File: config.mk
export PLATFORM = sky130hd
export DESIGN_NAME = qtc_top
export DESIGN_NICKNAME = d
export VERILOG_FILES = /design/src/design/qtc_pkg.sv /design/src/design/qtc_sync.sv /design/src/design/qtc_prescale.sv /design/src/design/qtc_top.sv
export VERILOG_INCLUDE_DIRS = /design/src /design/src/design
export SDC_FILE = /design/constraint.sdc
export NUM_CORES = 1
export LEC_CHECK = 0
export BUFFER_PORTS_ARGS = -buffer_cell sky130_fd_sc_hd__buf_2
export CORE_MARGIN = 5
export CORE_UTILIZATION = 40
export DETAILED_ROUTE_END_ITERATION = 16
export GPL_TIMING_DRIVEN = 0
export SYNTH_ARGS = -nofsm -noshare
export SYNTH_HDL_FRONTEND = slang
export SYNTH_SLANG_ARGS = --single-unit
File: constraint.sdc
create_clock -name clock -period 14.2 [get_ports clock]
set_input_delay 0.71 -clock clock [delete_from_list [all_inputs] [get_ports clock]]
set_output_delay 0.71 -clock clock [all_outputs]
set_load 0.05 [all_outputs]
File: src/design/qtc_defs.svh
/*
  Constants of the quad counter/timer group: register offsets, field
  positions, reset value and divider counts.
  Assumes it is included by bare name; the guard allows repeated inclusion.
*/
`ifndef QTC_DEFS_SVH
`define QTC_DEFS_SVH
// ----------------------------------------
// bus widths and reset byte
// ----------------------------------------
`define QTC_ADDR_W     5
`define QTC_DATA_W     8
`define QTC_RST_BYTE   8'h00
// ----------------------------------------
// register offsets
// ----------------------------------------
`define QTC_REG_MODE   5'h00
`define QTC_REG_CLK    5'h01
`define QTC_REG_RUN    5'h02
`define QTC_REG_STATUS 5'h03
`define QTC_REG_MASK   5'h04
`define QTC_REG_CNT0   5'h05
`define QTC_REG_CNT7   5'h0c
`define QTC_REG_RLD0   5'h0d
`define QTC_REG_RLD3   5'h10
// ----------------------------------------
// field positions
// ----------------------------------------
`define QTC_F_MODE_A   0
`define QTC_F_MODE_B   2
`define QTC_F_CNT_A    4
`define QTC_F_CNT_B    5
`define QTC_F_GATE_A   6
`define QTC_F_GATE_B   7
`define QTC_F_PRESCALE 0
`define QTC_F_FAST_A   2
`define QTC_F_FAST_B   3
`define QTC_F_SRC_C    4
`define QTC_F_SRC_D    6
`define QTC_F_SPLIT_C  4
`define QTC_F_SPLIT_D  5
`define QTC_ST_A       0
`define QTC_ST_B       1
`define QTC_ST_CLO     2
`define QTC_ST_DLO     4
`define QTC_ST_WAKE    6
// ----------------------------------------
// divider terminal counts (divide by 12, 4, 48, 8)
// ----------------------------------------
`define QTC_DIV12_LAST 4'hb
`define QTC_DIV4_LAST  2'h3
`define QTC_DIV48_LAST 6'h2f
`define QTC_EXT8_LAST  3'h7
`endif

File: src/design/qtc_pkg.sv
/*
  Types of the quad counter/timer group.
  Assumes qtc_defs.svh is on the include path.
*/
`include "qtc_defs.svh"
package qtc_pkg;
  typedef logic [`QTC_ADDR_W-1:0] qtc_addr_t;
  typedef logic [`QTC_DATA_W-1:0] qtc_byte_t;
  // operating modes of timers a and b
  typedef enum logic [1:0] {
    QTC_MODE13    = 2'h0,
    QTC_MODE16    = 2'h1,
    QTC_MODE8R    = 2'h2,
    QTC_MODESPLIT = 2'h3
  } qtc_mode_e;
  // clock sources of timers c and d
  typedef enum logic [1:0] {
    QTC_SRC_DIV12 = 2'h0,
    QTC_SRC_SYS   = 2'h1,
    QTC_SRC_EXT8  = 2'h2
  } qtc_src_e;
  typedef struct packed {
    logic s1, s2, s3, lvl, fall, rise;
  } qtc_sync_s;
  typedef struct packed {
    logic [3:0] c12;
    logic [1:0] c4;
    logic [5:0] c48;
    logic [2:0] e8;
    logic       en12, en4, en48, ext8;
  } qtc_pre_s;
  typedef struct packed {
    logic [7:0]       mode, clk, run, status, mask, rdata;
    logic [3:0][15:0] cnt;
    logic [1:0][15:0] rld;
    logic [3:0]       ovf;
  } qtc_top_s;
endpackage : qtc_pkg

File: src/design/qtc_sync.sv
/*
  Pin synchroniser with filtered falling and rising event pulses.
  Assumes the pin is asynchronous to clock.
*/
`timescale 1ns/1ps
module qtc_sync (
  input  logic clock,
  input  logic sys_rst,
  input  logic pin,
  output logic lvl,
  output logic fall,
  output logic rise
);
  import qtc_pkg::*;
  qtc_sync_s s, n;
  // ----------------------------------------
  // three stages; a level counts once stages two and three agree
  // ----------------------------------------
  always_comb begin
    n      = s;
    n.s1   = pin;
    n.s2   = s.s1;
    n.s3   = s.s2;
    n.fall = 1'b0;
    n.rise = 1'b0;
    if (s.s2 == s.s3 && s.s3 != s.lvl) begin
      n.lvl  = s.s3;
      n.fall = ~s.s3;
      n.rise = s.s3;
    end
  end
  always_ff @(posedge clock or posedge sys_rst) begin
    if (sys_rst) s <= '0;
    else s <= n;
  end
  assign lvl  = s.lvl;
  assign fall = s.fall;
  assign rise = s.rise;
endmodule : qtc_sync

File: src/design/qtc_prescale.sv
/*
  Divided clock sources as one-cycle enables of the system clock.
  Assumes ext_rise is a synchronised one-cycle pulse.
*/
`timescale 1ns/1ps
`include "qtc_defs.svh"
module qtc_prescale (
  input  logic clock,
  input  logic sys_rst,
  input  logic ext_rise,
  output logic en12,
  output logic en4,
  output logic en48,
  output logic ext8
);
  import qtc_pkg::*;
  qtc_pre_s s, n;
  // ----------------------------------------
  // free running dividers and an oscillator edge counter, each ends in a one-cycle enable
  // ----------------------------------------
  always_comb begin
    n      = s;
    n.en12 = s.c12 == `QTC_DIV12_LAST;
    n.c12  = n.en12 ? 4'h0 : s.c12 + 4'h1;
    n.en4  = s.c4 == `QTC_DIV4_LAST;
    n.c4   = s.c4 + 2'h1;
    n.en48 = s.c48 == `QTC_DIV48_LAST;
    n.c48  = n.en48 ? 6'h00 : s.c48 + 6'h01;
    n.ext8 = ext_rise && s.e8 == `QTC_EXT8_LAST;
    if (ext_rise) n.e8 = s.e8 + 3'h1;
  end
  always_ff @(posedge clock or posedge sys_rst) begin
    if (sys_rst) s <= '0;
    else s <= n;
  end
  assign en12 = s.en12;
  assign en4  = s.en4;
  assign en48 = s.en48;
  assign ext8 = s.ext8;
endmodule : qtc_prescale

File: src/design/qtc_top.sv
/*
  Quad counter/timer group: timers a and b with 13-bit, 16-bit and
  8-bit reload modes, split mode on a, timers c and d with 16-bit or split
  8-bit reload, sticky overflow status, mask, interrupt and wake.
  Assumes a 125 MHz clock, asynchronous pins and a byte register port
  whose read data appear one cycle after the read strobe.
*/
// Local design decisions: the address-and-strobe port and the address map.
// Notes on behaviour
// - four 16-bit timers: two classic counter/timers, two reload timers
// - timers a and b offer 13-bit, 16-bit and 8-bit reload modes, timer a also split mode
// - split mode exists on timer a only, never on timer b
// - timers c and d run as 16-bit reload or two 8-bit reload halves
// - timer d runs from the oscillator in suspend and can wake
// - timers a and b pick among five sources via fast bit and prescale
// - each of a and b uses prescaled clock or full system clock
// - c and d clock from system clock, clock over 12, oscillator over 8
// - in counter operation a falling pin edge adds one
// - pin events up to a quarter of system clock are counted
// - timers measure time, count events and raise periodic interrupts
// - prescale: 00 over 12, 01 over 4, 10 over 48, 11 oscillator over 8
// - 13-bit rollover from 1fff to zero sets the overflow flag
// - a running timer counts only with gate off or gate input high, except the split high byte of a, which ignores both gates
// - 8-bit reload: low byte wraps, sets flag, reloads from high byte
`timescale 1ns/1ps
`include "qtc_defs.svh"
module qtc_top (
  input  logic              clock,
  input  logic              sys_rst,
  input  qtc_pkg::qtc_addr_t reg_addr,
  input  qtc_pkg::qtc_byte_t reg_wdata,
  input  logic              reg_wr,
  input  logic              reg_rd,
  output qtc_pkg::qtc_byte_t reg_rdata,
  input  logic              timer_a_count_pin,
  input  logic              timer_b_count_pin,
  input  logic              external_gate_input,
  input  logic              timer_b_gate_input,
  input  logic              ext_osc_pin,
  input  logic              suspend,
  output logic [3:0]        timer_ovf,
  output logic              irq,
  output logic              wake_request
);
  import qtc_pkg::*;

  qtc_top_s   s, n;
  logic [4:0] pins, pin_lvl, pin_fall, pin_rise;
  logic       en12, en4, en48, ext8;
  logic       pre_tick, tick_a, tick_b, tick_ah;
  logic       go_a, go_b, go_ah;
  logic [1:0] go_cd, split_cd, tick_cd;
  logic [1:0] mode_a, mode_b;
  logic [7:0] set, clr;
  logic [16:0] ra, rb;
  logic [17:0] rc;
  logic [4:0] cidx, ridx;

  // ----------------------------------------
  // step functions
  // ----------------------------------------
  // one count of timer a or b; result is {overflow, next value}
  function automatic logic [16:0] step_ab(input logic [1:0] m,
                                          input logic [15:0] v);
    logic [12:0] v13;
    v13 = {v[15:8], v[4:0]} + 13'h0001;
    case (m)
      QTC_MODE13: step_ab = {v13 == 13'h0000, v13[12:5], v[7:5], v13[4:0]};
      QTC_MODE16: step_ab = {v == 16'hffff, v + 16'h0001};
      QTC_MODE8R: step_ab = {v[7:0] == 8'hff, v[15:8],
                             (v[7:0] == 8'hff) ? v[15:8] : v[7:0] + 8'h01};
      default:    step_ab = {v[7:0] == 8'hff, v[15:8], v[7:0] + 8'h01};
    endcase
  endfunction : step_ab

  // one count of timer c or d; result is {high ovf, low ovf, next value}
  function automatic logic [17:0] step_cd(input logic sp,
                                          input logic [15:0] v,
                                          input logic [15:0] r);
    logic lo_w, hi_w;
    lo_w = v[7:0] == 8'hff;
    hi_w = v[15:8] == 8'hff;
    if (!sp) begin
      step_cd = {1'b0, v == 16'hffff, (v == 16'hffff) ? r : v + 16'h0001};
    end else begin
      step_cd = {hi_w, lo_w, hi_w ? r[15:8] : v[15:8] + 8'h01,
                 lo_w ? r[7:0] : v[7:0] + 8'h01};
    end
  endfunction : step_cd

  // clock source decode of timer c or d
  function automatic logic src_tick(input logic [1:0] sel,
                                    input logic e12, input logic e8);
    case (sel)
      QTC_SRC_SYS:   src_tick = 1'b1;
      QTC_SRC_DIV12: src_tick = e12;
      QTC_SRC_EXT8:  src_tick = e8;
      default:       src_tick = 1'b0;
    endcase
  endfunction : src_tick

  // ----------------------------------------
  // pin synchronisers and dividers
  // ----------------------------------------
  // pins: 0 count a, 1 count b, 2 gate a, 3 gate b, 4 oscillator
  assign pins = {ext_osc_pin, timer_b_gate_input, external_gate_input,
                 timer_b_count_pin, timer_a_count_pin};
  for (genvar g = 0; g < 5; g++) begin : g_sync
    qtc_sync qtc_sync_i (
      .clock   (clock),
      .sys_rst (sys_rst),
      .pin     (pins[g]),
      .lvl     (pin_lvl[g]),
      .fall    (pin_fall[g]),
      .rise    (pin_rise[g])
    );
  end

  qtc_prescale qtc_prescale_i (
    .clock    (clock),
    .sys_rst  (sys_rst),
    .ext_rise (pin_rise[4]),
    .en12     (en12),
    .en4      (en4),
    .en48     (en48),
    .ext8     (ext8)
  );

  // ----------------------------------------
  // count enables
  // ----------------------------------------
  assign mode_a = s.mode[`QTC_F_MODE_A +: 2];
  assign mode_b = s.mode[`QTC_F_MODE_B +: 2];
  // shared prescaled source
  always_comb begin
    case (s.clk[`QTC_F_PRESCALE +: 2])
      2'h0:    pre_tick = en12;
      2'h1:    pre_tick = en4;
      2'h2:    pre_tick = en48;
      default: pre_tick = ext8;
    endcase
  end
  // timer or counter source of a and b, six choices in all
  assign tick_ah = s.clk[`QTC_F_FAST_A] | pre_tick;
  assign tick_a  = s.mode[`QTC_F_CNT_A] ? pin_fall[0] : tick_ah;
  assign tick_b  = s.mode[`QTC_F_CNT_B] ? pin_fall[1]
                 : (s.clk[`QTC_F_FAST_B] | pre_tick);
  // run bit and gate
  assign go_a  = s.run[0] & (~s.mode[`QTC_F_GATE_A] | pin_lvl[2])
               & tick_a & ~suspend;
  assign go_b  = s.run[1] & (~s.mode[`QTC_F_GATE_B] | pin_lvl[3])
               & tick_b & ~suspend & (mode_b != QTC_MODESPLIT);
  assign go_ah = (mode_a == QTC_MODESPLIT) & s.run[1] & tick_ah
               & ~suspend;
  // timers c and d; d falls back to the oscillator in suspend
  assign split_cd = {s.run[`QTC_F_SPLIT_D], s.run[`QTC_F_SPLIT_C]};
  assign tick_cd[0] = ~suspend & src_tick(s.clk[`QTC_F_SRC_C +: 2], en12, ext8);
  assign tick_cd[1] = suspend ? ext8
                    : src_tick(s.clk[`QTC_F_SRC_D +: 2], en12, ext8);
  assign go_cd = s.run[3:2] & tick_cd;

  assign ra   = step_ab(mode_a, s.cnt[0]);
  assign rb   = step_ab(mode_b, s.cnt[1]);
  assign cidx = reg_addr - `QTC_REG_CNT0;
  assign ridx = reg_addr - `QTC_REG_RLD0;

  // ----------------------------------------
  // next state: counting, flags, register access
  // ----------------------------------------
  always_comb begin
    n     = s;
    set   = 8'h00;
    clr   = 8'h00;
    rc    = 18'h00000;
    n.rdata = `QTC_RST_BYTE;
    if (go_a) begin
      n.cnt[0] = ra[15:0];
      set[`QTC_ST_A] = ra[16];
    end
    if (go_ah) begin // split high byte borrows timer b's run and flag
      n.cnt[0][15:8] = s.cnt[0][15:8] + 8'h01;
      set[`QTC_ST_B] = s.cnt[0][15:8] == 8'hff;
    end
    if (go_b) begin
      n.cnt[1] = rb[15:0];
      if (mode_a != QTC_MODESPLIT) set[`QTC_ST_B] = rb[16];
    end
    for (int i = 0; i < 2; i++) begin
      if (go_cd[i]) begin
        rc = step_cd(split_cd[i], s.cnt[i+2], s.rld[i]);
        n.cnt[i+2] = rc[15:0];
        set[`QTC_ST_CLO + 2*i]     = rc[16];
        set[`QTC_ST_CLO + 2*i + 1] = rc[17];
      end
    end
    set[`QTC_ST_WAKE] = suspend & (set[4] | set[5]);
    n.ovf = {set[5] | set[4], set[3] | set[2], set[1], set[0]};
    // writes land after counting so software loads win
    if (reg_wr) begin
      case (reg_addr)
        `QTC_REG_MODE:   n.mode = reg_wdata;
        `QTC_REG_CLK:    n.clk  = reg_wdata;
        `QTC_REG_RUN:    n.run  = reg_wdata;
        `QTC_REG_STATUS: clr    = reg_wdata;
        `QTC_REG_MASK:   n.mask = reg_wdata;
        default: begin
          if (reg_addr >= `QTC_REG_CNT0 && reg_addr <= `QTC_REG_CNT7)
            n.cnt[cidx[2:1]][{cidx[0], 3'h0} +: 8] = reg_wdata;
          if (reg_addr >= `QTC_REG_RLD0 && reg_addr <= `QTC_REG_RLD3)
            n.rld[ridx[1]][{ridx[0], 3'h0} +: 8] = reg_wdata;
        end
      endcase
    end
    // a new event beats a clear in the same cycle
    n.status = (s.status & ~clr) | set;
    if (reg_rd) begin
      case (reg_addr)
        `QTC_REG_MODE:   n.rdata = s.mode;
        `QTC_REG_CLK:    n.rdata = s.clk;
        `QTC_REG_RUN:    n.rdata = s.run;
        `QTC_REG_STATUS: n.rdata = s.status;
        `QTC_REG_MASK:   n.rdata = s.mask;
        default: begin
          if (reg_addr >= `QTC_REG_CNT0 && reg_addr <= `QTC_REG_CNT7)
            n.rdata = s.cnt[cidx[2:1]][{cidx[0], 3'h0} +: 8];
          if (reg_addr >= `QTC_REG_RLD0 && reg_addr <= `QTC_REG_RLD3)
            n.rdata = s.rld[ridx[1]][{ridx[0], 3'h0} +: 8];
        end
      endcase
    end
  end

  // state register
  always_ff @(posedge clock or posedge sys_rst) begin
    if (sys_rst) s <= '0;
    else s <= n;
  end

  // ----------------------------------------
  // outputs
  // ----------------------------------------
  assign reg_rdata    = s.rdata;
  assign timer_ovf    = s.ovf;
  assign irq          = |(s.status & s.mask); // level while any unmasked flag
  assign wake_request = s.status[`QTC_ST_WAKE];
endmodule : qtc_top

==> results of run 1 <==
final cells by class:
type	count	share of cell area, %
buffer	98	3.63
inverter	22	0.691
sequential	190	36.5
clock buffer	17	3.26
multi-input combinational	925	49.3
tap	384	3.68
clock inverter	15	1.53
timing repair buffer	33	1.44
metal layers:
metal | part of all wire (%) | global-route usage [%] | vias to the layer above
met5 | 0 | 0 | -
met4 | 3.4 | 7.60 | 0
met3 | 8.4 | 4.32 | 89
met2 | 45 | 37.5 | 538
met1 | 43 | 34.5 | 5128
li1 | - | - | 4700
Yosys cell counts, types with 26 or more instances:
cell,number,share of area (%)
o21ai_0,71,3.0
clkbuf_1,53,1.7
nor3_1,33,1.4
mux2i_1,29,2.5
a21oi_1,73,3.1
mux2_2,61,5.9
nand4_1,26,1.4
nand2_1,140,4.5
nor2_1,72,2.3
nand3_1,44,1.9
dfrtp_1,190,41
a22oi_1,26,1.7
power by group through the flow:
stage / Combinational (mW) / Sequential, mW / Clock [mW]
after floorplan: 0.438 / 0.734 / 0
after global placement: 0.570 / 0.799 / 0
after detailed placement: 0.579 / 0.801 / 0
after CTS: 0.581 / 0.790 / 0.516
after global routing: 0.649 / 0.808 / 0.537
final: 0.592 / 0.800 / 0.510
final timing paths:
| check | start | end | slack [ps] | cells past startpoint |
|---|---|---|---|---|
| setup / recovery | reg_addr[0] | s[40] | 9950 | 12 |
| max in group asynchronous | sys_rst | asynchronous set/reset pin | 12890 | 3 |
| hold reg to reg | g_sync[2].qtc_sync_i.n[4] | g_sync[2].qtc_sync_i.n[3] | 350 | 0 |
| hold / removal | sys_rst | qtc_prescale_i.s[9] | 290 | 2 |
| setup reg to reg | s[36] | timer_ovf[0] | 11390 | 8 |
| min in group clock | g_sync[2].qtc_sync_i.n[4] | g_sync[2].qtc_sync_i.n[3] | 350 | 0 |
critical path, delay by kind of cell:
kind | cells | cell delay, ps
buf+inv | 7 | 2480
simple gates | 2 | 650
compound gates | 2 | 250
fa+ha+maj | 1 | 470
cells by family after synthesis:
family / Yosys count / synth area share [%]
flops: 190 / 40.5
mux: 115 / 13.1
compound gates: 325 / 18.5
fa+ha+maj: 23 / 2.34
buf+inv: 120 / 4.73
simple gates: 433 / 18.6
xor+xnor: 29 / 2.16
metrics by stage:
| step | setup WS (ps) | area [um^2] |
|---|---|---|
| after floorplan | 8320 | 11700 |
| after CTS | 10040 | 13000 |
| after detailed placement | 9570 | 12400 |
| after global routing | 9780 | 13000 |
| after global placement | 5910 | 12400 |
| final | 9950 | 13000 |
==> results by group, run 1 <==
Status
  • Status: completed

Drt
  • Post-route ant nets: 0
  • Final wirelength: 40.0 mm
  • Wire per inst: 23.8 um
  • DR vias/cell: 6.21
  • Via count: 10,500
  • DRT iter0 DRCs: 1,399
  • DRC: 0
  • First-pass DRT Iterations: 7

Pwr
  • Sw Share: 40.4%
  • Switching power: 0.768 mW
  • Tot Pwr: 1.90 mW
  • Pleak: 5.28 nW
  • Pint: 1.13 mW
  • Comb pwr share: 31.1%
  • PD cells: 146 nW/um^2
  • VDD IR max: 0.0000752 V
  • Flop pwr share: 42.1%
  • Clock Power Share: 26.8%

STA
  • Final critical-path required period: 4250 ps
  • Setup tns final: 0 ps
  • Max Fclk: 235 MHz
  • RSZ-0062 raised after global routing: false
  • Final-report max-slew violation count: 0
  • Final Hold Vio Count: 0
  • Final hold slack: 294 ps
  • Skew final: 12.2 ps
  • Slew @ Worst Pin: 1100 ps
  • Period utilization: 29.9%
  • Slew headroom: 26.5%
  • Final Setup Violations: 0

Yosys
  • Yosys reg bits: 190
  • Syn. warnings: 0
  • Predominant post-synthesis flop cell: dfrtp_1
  • Mapped Nets: 1,276
  • Synth Instances: 1,235
  • Post-synth EDFFs: 0
  • Seq/Total Area, Yosys: 40.5%
  • Async set or reset register ratio after synthesis: 100%
  • Avg Cell Area, Syn: 9.51 um^2
  • Unique masters post-synth: 85
  • Post-Syn Area: 11,700 um^2

Clock tree
  • TritonCTS buffer count: 17
  • Worst-Skew Late Latency: 450 ps
  • Postcts setup bufs: 0
  • Root Buffer: clkbuf_16
  • Hold buffer count at cts: 0
  • Clock transition at path regs: 90 ps
  • CTS H-tree depth: 4
  • Post-CTS resize count: 0
  • Clock tree sinks: 190
  • Clock tree from TritonCTS: yes
  • Clock tree buffer depth: 2

Floorplanning
  • Starting Density: 40.7%
  • Core Rows: 62
  • Total core area: 28,900 um^2
  • Boundary Pins: 37
  • Die Y: 181 um
  • Die area: 32,900 um^2
  • Die Width: 181 um

Layout
  • Register Area: 4750 um^2
  • Utilization after layout: 45.2%
  • Diodes inserted: 0
  • Final net count: 1,328
  • Commonest non-fill, non-tap cell in the layout: dfrtp_1
  • Multi-input logic area: 6430 um^2
  • Most frequent cells in the layout: 190 x dfrtp_1, 140 x nand2_1, 73 x a21oi_1
  • Final non-filler cell total: 1,684
  • FILL cells: 2,805
  • P&R area growth vs syn: 11.1%
  • Layout cells sized above 1: 16.5%

Worst hold path
  • Hold Path Class: in -> async

Place
  • DP Wirelength: 29.2 mm
  • RD Place Congestion: 0.964
  • # port buffers: 32
  • Post-Place Cells: 1,652

Setup path
  • Crit path largest cell delay: 590 ps
  • Req. time, crit path: 14,520 ps
  • Slowest-stage cell, CP: clkbuf_1
  • Critical Path End Type: register
  • CP Max Fanout: 12
  • Worst setup SP type: input port
  • Critical Path, Cell by Cell: buf_2 > clkbuf_1 > inv_1 > buf_1 > ha_1 > buf_2 > buf_1 > nand3_1 > nand2b_1 > clkbuf_1 > o211ai_1 > o21ai_0
  • CP arrival: 4570 ps
  • Critical path type: in -> reg

Global routing
  • Total GRT Usage: 24.2%
  • Vias in the first global route: 9,940
  • Initial antenna violation count: 1
  • Total gr overflow: 0
  • First-pass GRT wire length: 61.8 mm
  • Largest net degree at the start of global routing: 125

Flow run
  • Max-cap violations: 0
Note: power is estimated with default switching activity, not from simulation.
==> inputs of run 2 (changes only) <==
==> constraint.sdc (replaced) <==
create_clock -name clock -period 3.5 [get_ports clock]
set_input_delay 0.175 -clock clock [delete_from_list [all_inputs] [get_ports clock]]
set_output_delay 0.175 -clock clock [all_outputs]
set_load 0.05 [all_outputs]
==> results by group, run 2 (synthesis results as in run 1) <==
STA
  • Skew final: 14.1 ps (was 12.2 ps)
  • Final Setup Violations: 0 (unchanged)
  • Slew @ Worst Pin: 1100 ps (about the same)
  • Final critical-path required period: 3050 ps
  • Final Hold Vio Count: 0 (unchanged)
  • Period utilization: 87.3%
  • RSZ-0062 raised after global routing: false (unchanged)
  • Final-report max-slew violation count: 0 (unchanged)
  • Final hold slack: 108 ps (was 294 ps)
  • Max Fclk: 327 MHz
  • Slew headroom: 26.1% (was 26.5%)

Drt
  • Metal3 WL: 3.18 mm (was 3.37 mm)
  • Post-route ant nets: 0 (unchanged)
  • DR vias/cell: 6.25 (was 6.21)
  • Wire per inst: 23.8 um (about the same)
  • First-pass DRT Iterations: 6 (was 7)
  • DR WL met2: 17.8 mm (was 17.9 mm)
  • DRC: 0 (unchanged)
  • Final wirelength: 40.2 mm (was 40.0 mm)
  • Highest routed metal layer: met4 (unchanged)
  • Via count: 10,600 (was 10,500)
  • DRT iter0 DRCs: 1,148 (was 1,399)
  • WL met1: 17.4 mm (was 17.3 mm)

Status
  • Status: completed (unchanged)

Pwr
  • Sw Share: 40.4% (about the same)
  • Pint: 4.64 mW (was 1.13 mW)
  • Switching power: 3.15 mW (was 0.768 mW)
  • VDD IR max: 0.000292 V (was 0.0000752 V)
  • PD cells: 591 nW/um^2 (was 146 nW/um^2)
  • Clock Power Share: 27.2% (was 26.8%)
  • Flop pwr share: 41.5% (was 42.1%)
  • Tot Pwr: 7.79 mW (was 1.90 mW)
  • Comb pwr share: 31.3% (was 31.1%)
  • Pleak: 5.34 nW (was 5.28 nW)

Setup path
  • Critical path type: in -> reg (unchanged)
  • R2R cell count: 8 (unchanged)
  • Worst setup SP type: input port (unchanged)
  • Crit path to: s[56] (was s[40])
  • CP Buf/Inv Count: 4 (was 7)
  • Worst path depth: 10 (was 12)
  • CP top delay family: buffers and inverters (unchanged)
  • R2R setup slack: 680 ps (was 11,390 ps)
  • CP Max Fanout: 13 (was 12)
  • Reg2reg end: timer_ovf[0] (unchanged)
  • Reg2reg start: s[37] (was s[36])
  • Crit path largest cell delay: 670 ps (was 590 ps)
  • Most used cell, CP: buf_2
  • Req. time, crit path: 3860 ps (was 14,520 ps)
  • Critical Path, Cell by Cell: buf_2 > inv_1 > buf_1 > ha_1 > xor2_2 > nor2b_1 > and2b_1 > buf_2 > nand2_1 > o31ai_1 (was buf_2 > clkbuf_1 > inv_1 > buf_1 > ha_1 > buf_2 > buf_1 > nand3_1 > nand2b_1 > clkbuf_1 > o211ai_1 > o21ai_0)
  • Slowest-stage cell, CP: buf_1 (was clkbuf_1)
  • Worst Setup SP: reg_addr[0] (unchanged)
  • CP arrival: 3410 ps (was 4570 ps)
  • Critical Path End Type: register (unchanged)

Global routing
  • First-pass GRT wire length: 61.4 mm (was 61.8 mm)
  • Total GRT Usage: 24.0% (was 24.2%)
  • Largest net degree at the start of global routing: 44 (was 125)
  • Initial antenna violation count: 0 (was 1)
  • Total gr overflow: 0 (unchanged)
  • Vias in the first global route: 9,988 (was 9,940)

Floorplanning
  • Core Rows: 62 (unchanged)
  • Boundary Pins: 37 (unchanged)
  • Die area: 32,900 um^2 (unchanged)
  • Die Y: 181 um (unchanged)
  • Die Width: 181 um (unchanged)
  • Starting Density: 40.7% (unchanged)
  • Total core area: 28,900 um^2 (unchanged)

Flow run
  • Max-cap violations: 0 (unchanged)

Worst hold path
  • Hold Path Class: in -> reg (was in -> async)

Clock tree
  • Clock tree buffer depth: 2 (unchanged)
  • TritonCTS buffer count: 17 (unchanged)
  • Root Buffer: clkbuf_16 (unchanged)
  • CTS H-tree depth: 4 (unchanged)
  • Clock tree from TritonCTS: yes (unchanged)
  • Clock transition at path regs: 80 ps (was 90 ps)
  • Clock tree sinks: 190 (unchanged)
  • Worst-Skew Late Latency: 460 ps (was 450 ps)

Layout
  • Commonest non-fill, non-tap cell in the layout: dfrtp_1 (unchanged)
  • Layout cells sized above 1: 16.8% (was 16.5%)
  • FILL cells: 2,807 (was 2,805)
  • Diodes inserted: 0 (unchanged)
  • Register Area: 4750 um^2 (unchanged)
  • Multi-input logic area: 6440 um^2 (was 6430 um^2)
  • Final net count: 1,336 (was 1,328)
  • Most frequent cells in the layout: 190 x dfrtp_1, 140 x nand2_1, 73 x a21oi_1 (unchanged)
  • P&R area growth vs syn: 12.3% (was 11.1%)

Place
  • RD Place Congestion: 1.01 (was 0.964)
  • # port buffers: 32 (unchanged)
  • DP Wirelength: 29.5 mm (was 29.2 mm)
run 2: changes by cell type in the layout (fill, tap and decap cells not counted), moves of 2 or more:
cell,before,now
dlygate4sd3_1,0,6
inv_16,0,2
buf_12,0,4
inv_8,4,0
inv_12,2,5
run 2: final cells by class:
class / count / area share [%]
multi-input cells: 925 / 48.8
flip-flops and latches: 190 / 36.1
well taps: 384 / 3.64
plain buffers: 97 / 3.57
clock buffers: 17 / 3.23
repair buffers: 42 / 2.28
clock inverters: 15 / 1.74
inverters: 22 / 0.655
run 2: metrics by stage:
stage                     setup TNS [ps]  util [%]  instances  area [um^2]  worst slack, ps
final                                  0      45.7       1692        13200              446
after CTS                              0      45.7       1693        13200              143
after floorplan                        0         -       1235        11700              710
after global placement            -92870      42.9       1651        12400             -547
after global routing                   0      45.7       1692        13200              290
after detailed placement          -21580      43.2       1655        12500             -573
run 2: worst reg2reg max path: cells and delay by family, from the launching register on:
| kind | cells | cell delay, ps |
|---|---|---|
| flip-flops | 1 | 570 |
| buffers and inverters | 1 | 450 |
| AO/OA/AOI/OAI | 1 | 130 |
| AND/OR/NAND/NOR | 4 | 1100 |
| adder cells (fa/ha/maj) | 1 | 340 |
| XOR/XNOR | 1 | 180 |
run 2: layer usage:
layer  vias to the layer above  global-route usage (%)
met3                       107                    3.48
met1                      5212                    34.3
li1                       4715                       -
met2                       541                    36.6
met4                         0                    10.3
met5                         -                       0
run 2: what timing repair did:
action                                  CTS  global route
hold buffers                              6             0
buffers inserted                          0             0
endpoints found under the hold margin    39             0
resized for setup                         2             0
endpoints found under the setup margin   11            11
run 2: power by group through the flow:
stage	sequential (mW)	combinational (mW)	clock (mW)
floorplan	2.98	1.78	0
global placement	3.23	2.33	0
detailed placement	3.24	2.37	0
CTS	3.20	2.39	2.16
global route	3.27	2.64	2.26
finish	3.23	2.44	2.12
run 2: worst min-delay path by stage:
stage | slack, ps | start | endpoint | cells after the start
floorplan | 210 | timer_a_count_pin | g_sync[0].qtc_sync_i.n[4] | 0
global placement | 280 | timer_b_gate_input | g_sync[3].qtc_sync_i.n[4] | 1
detailed placement | 280 | external_gate_input | g_sync[2].qtc_sync_i.n[4] | 1
CTS | 90 | reg_wdata[3] | s[95] | 3
global route | 110 | reg_wdata[6] | wake_request | 3
finish | 110 | reg_wdata[3] | s[95] | 3
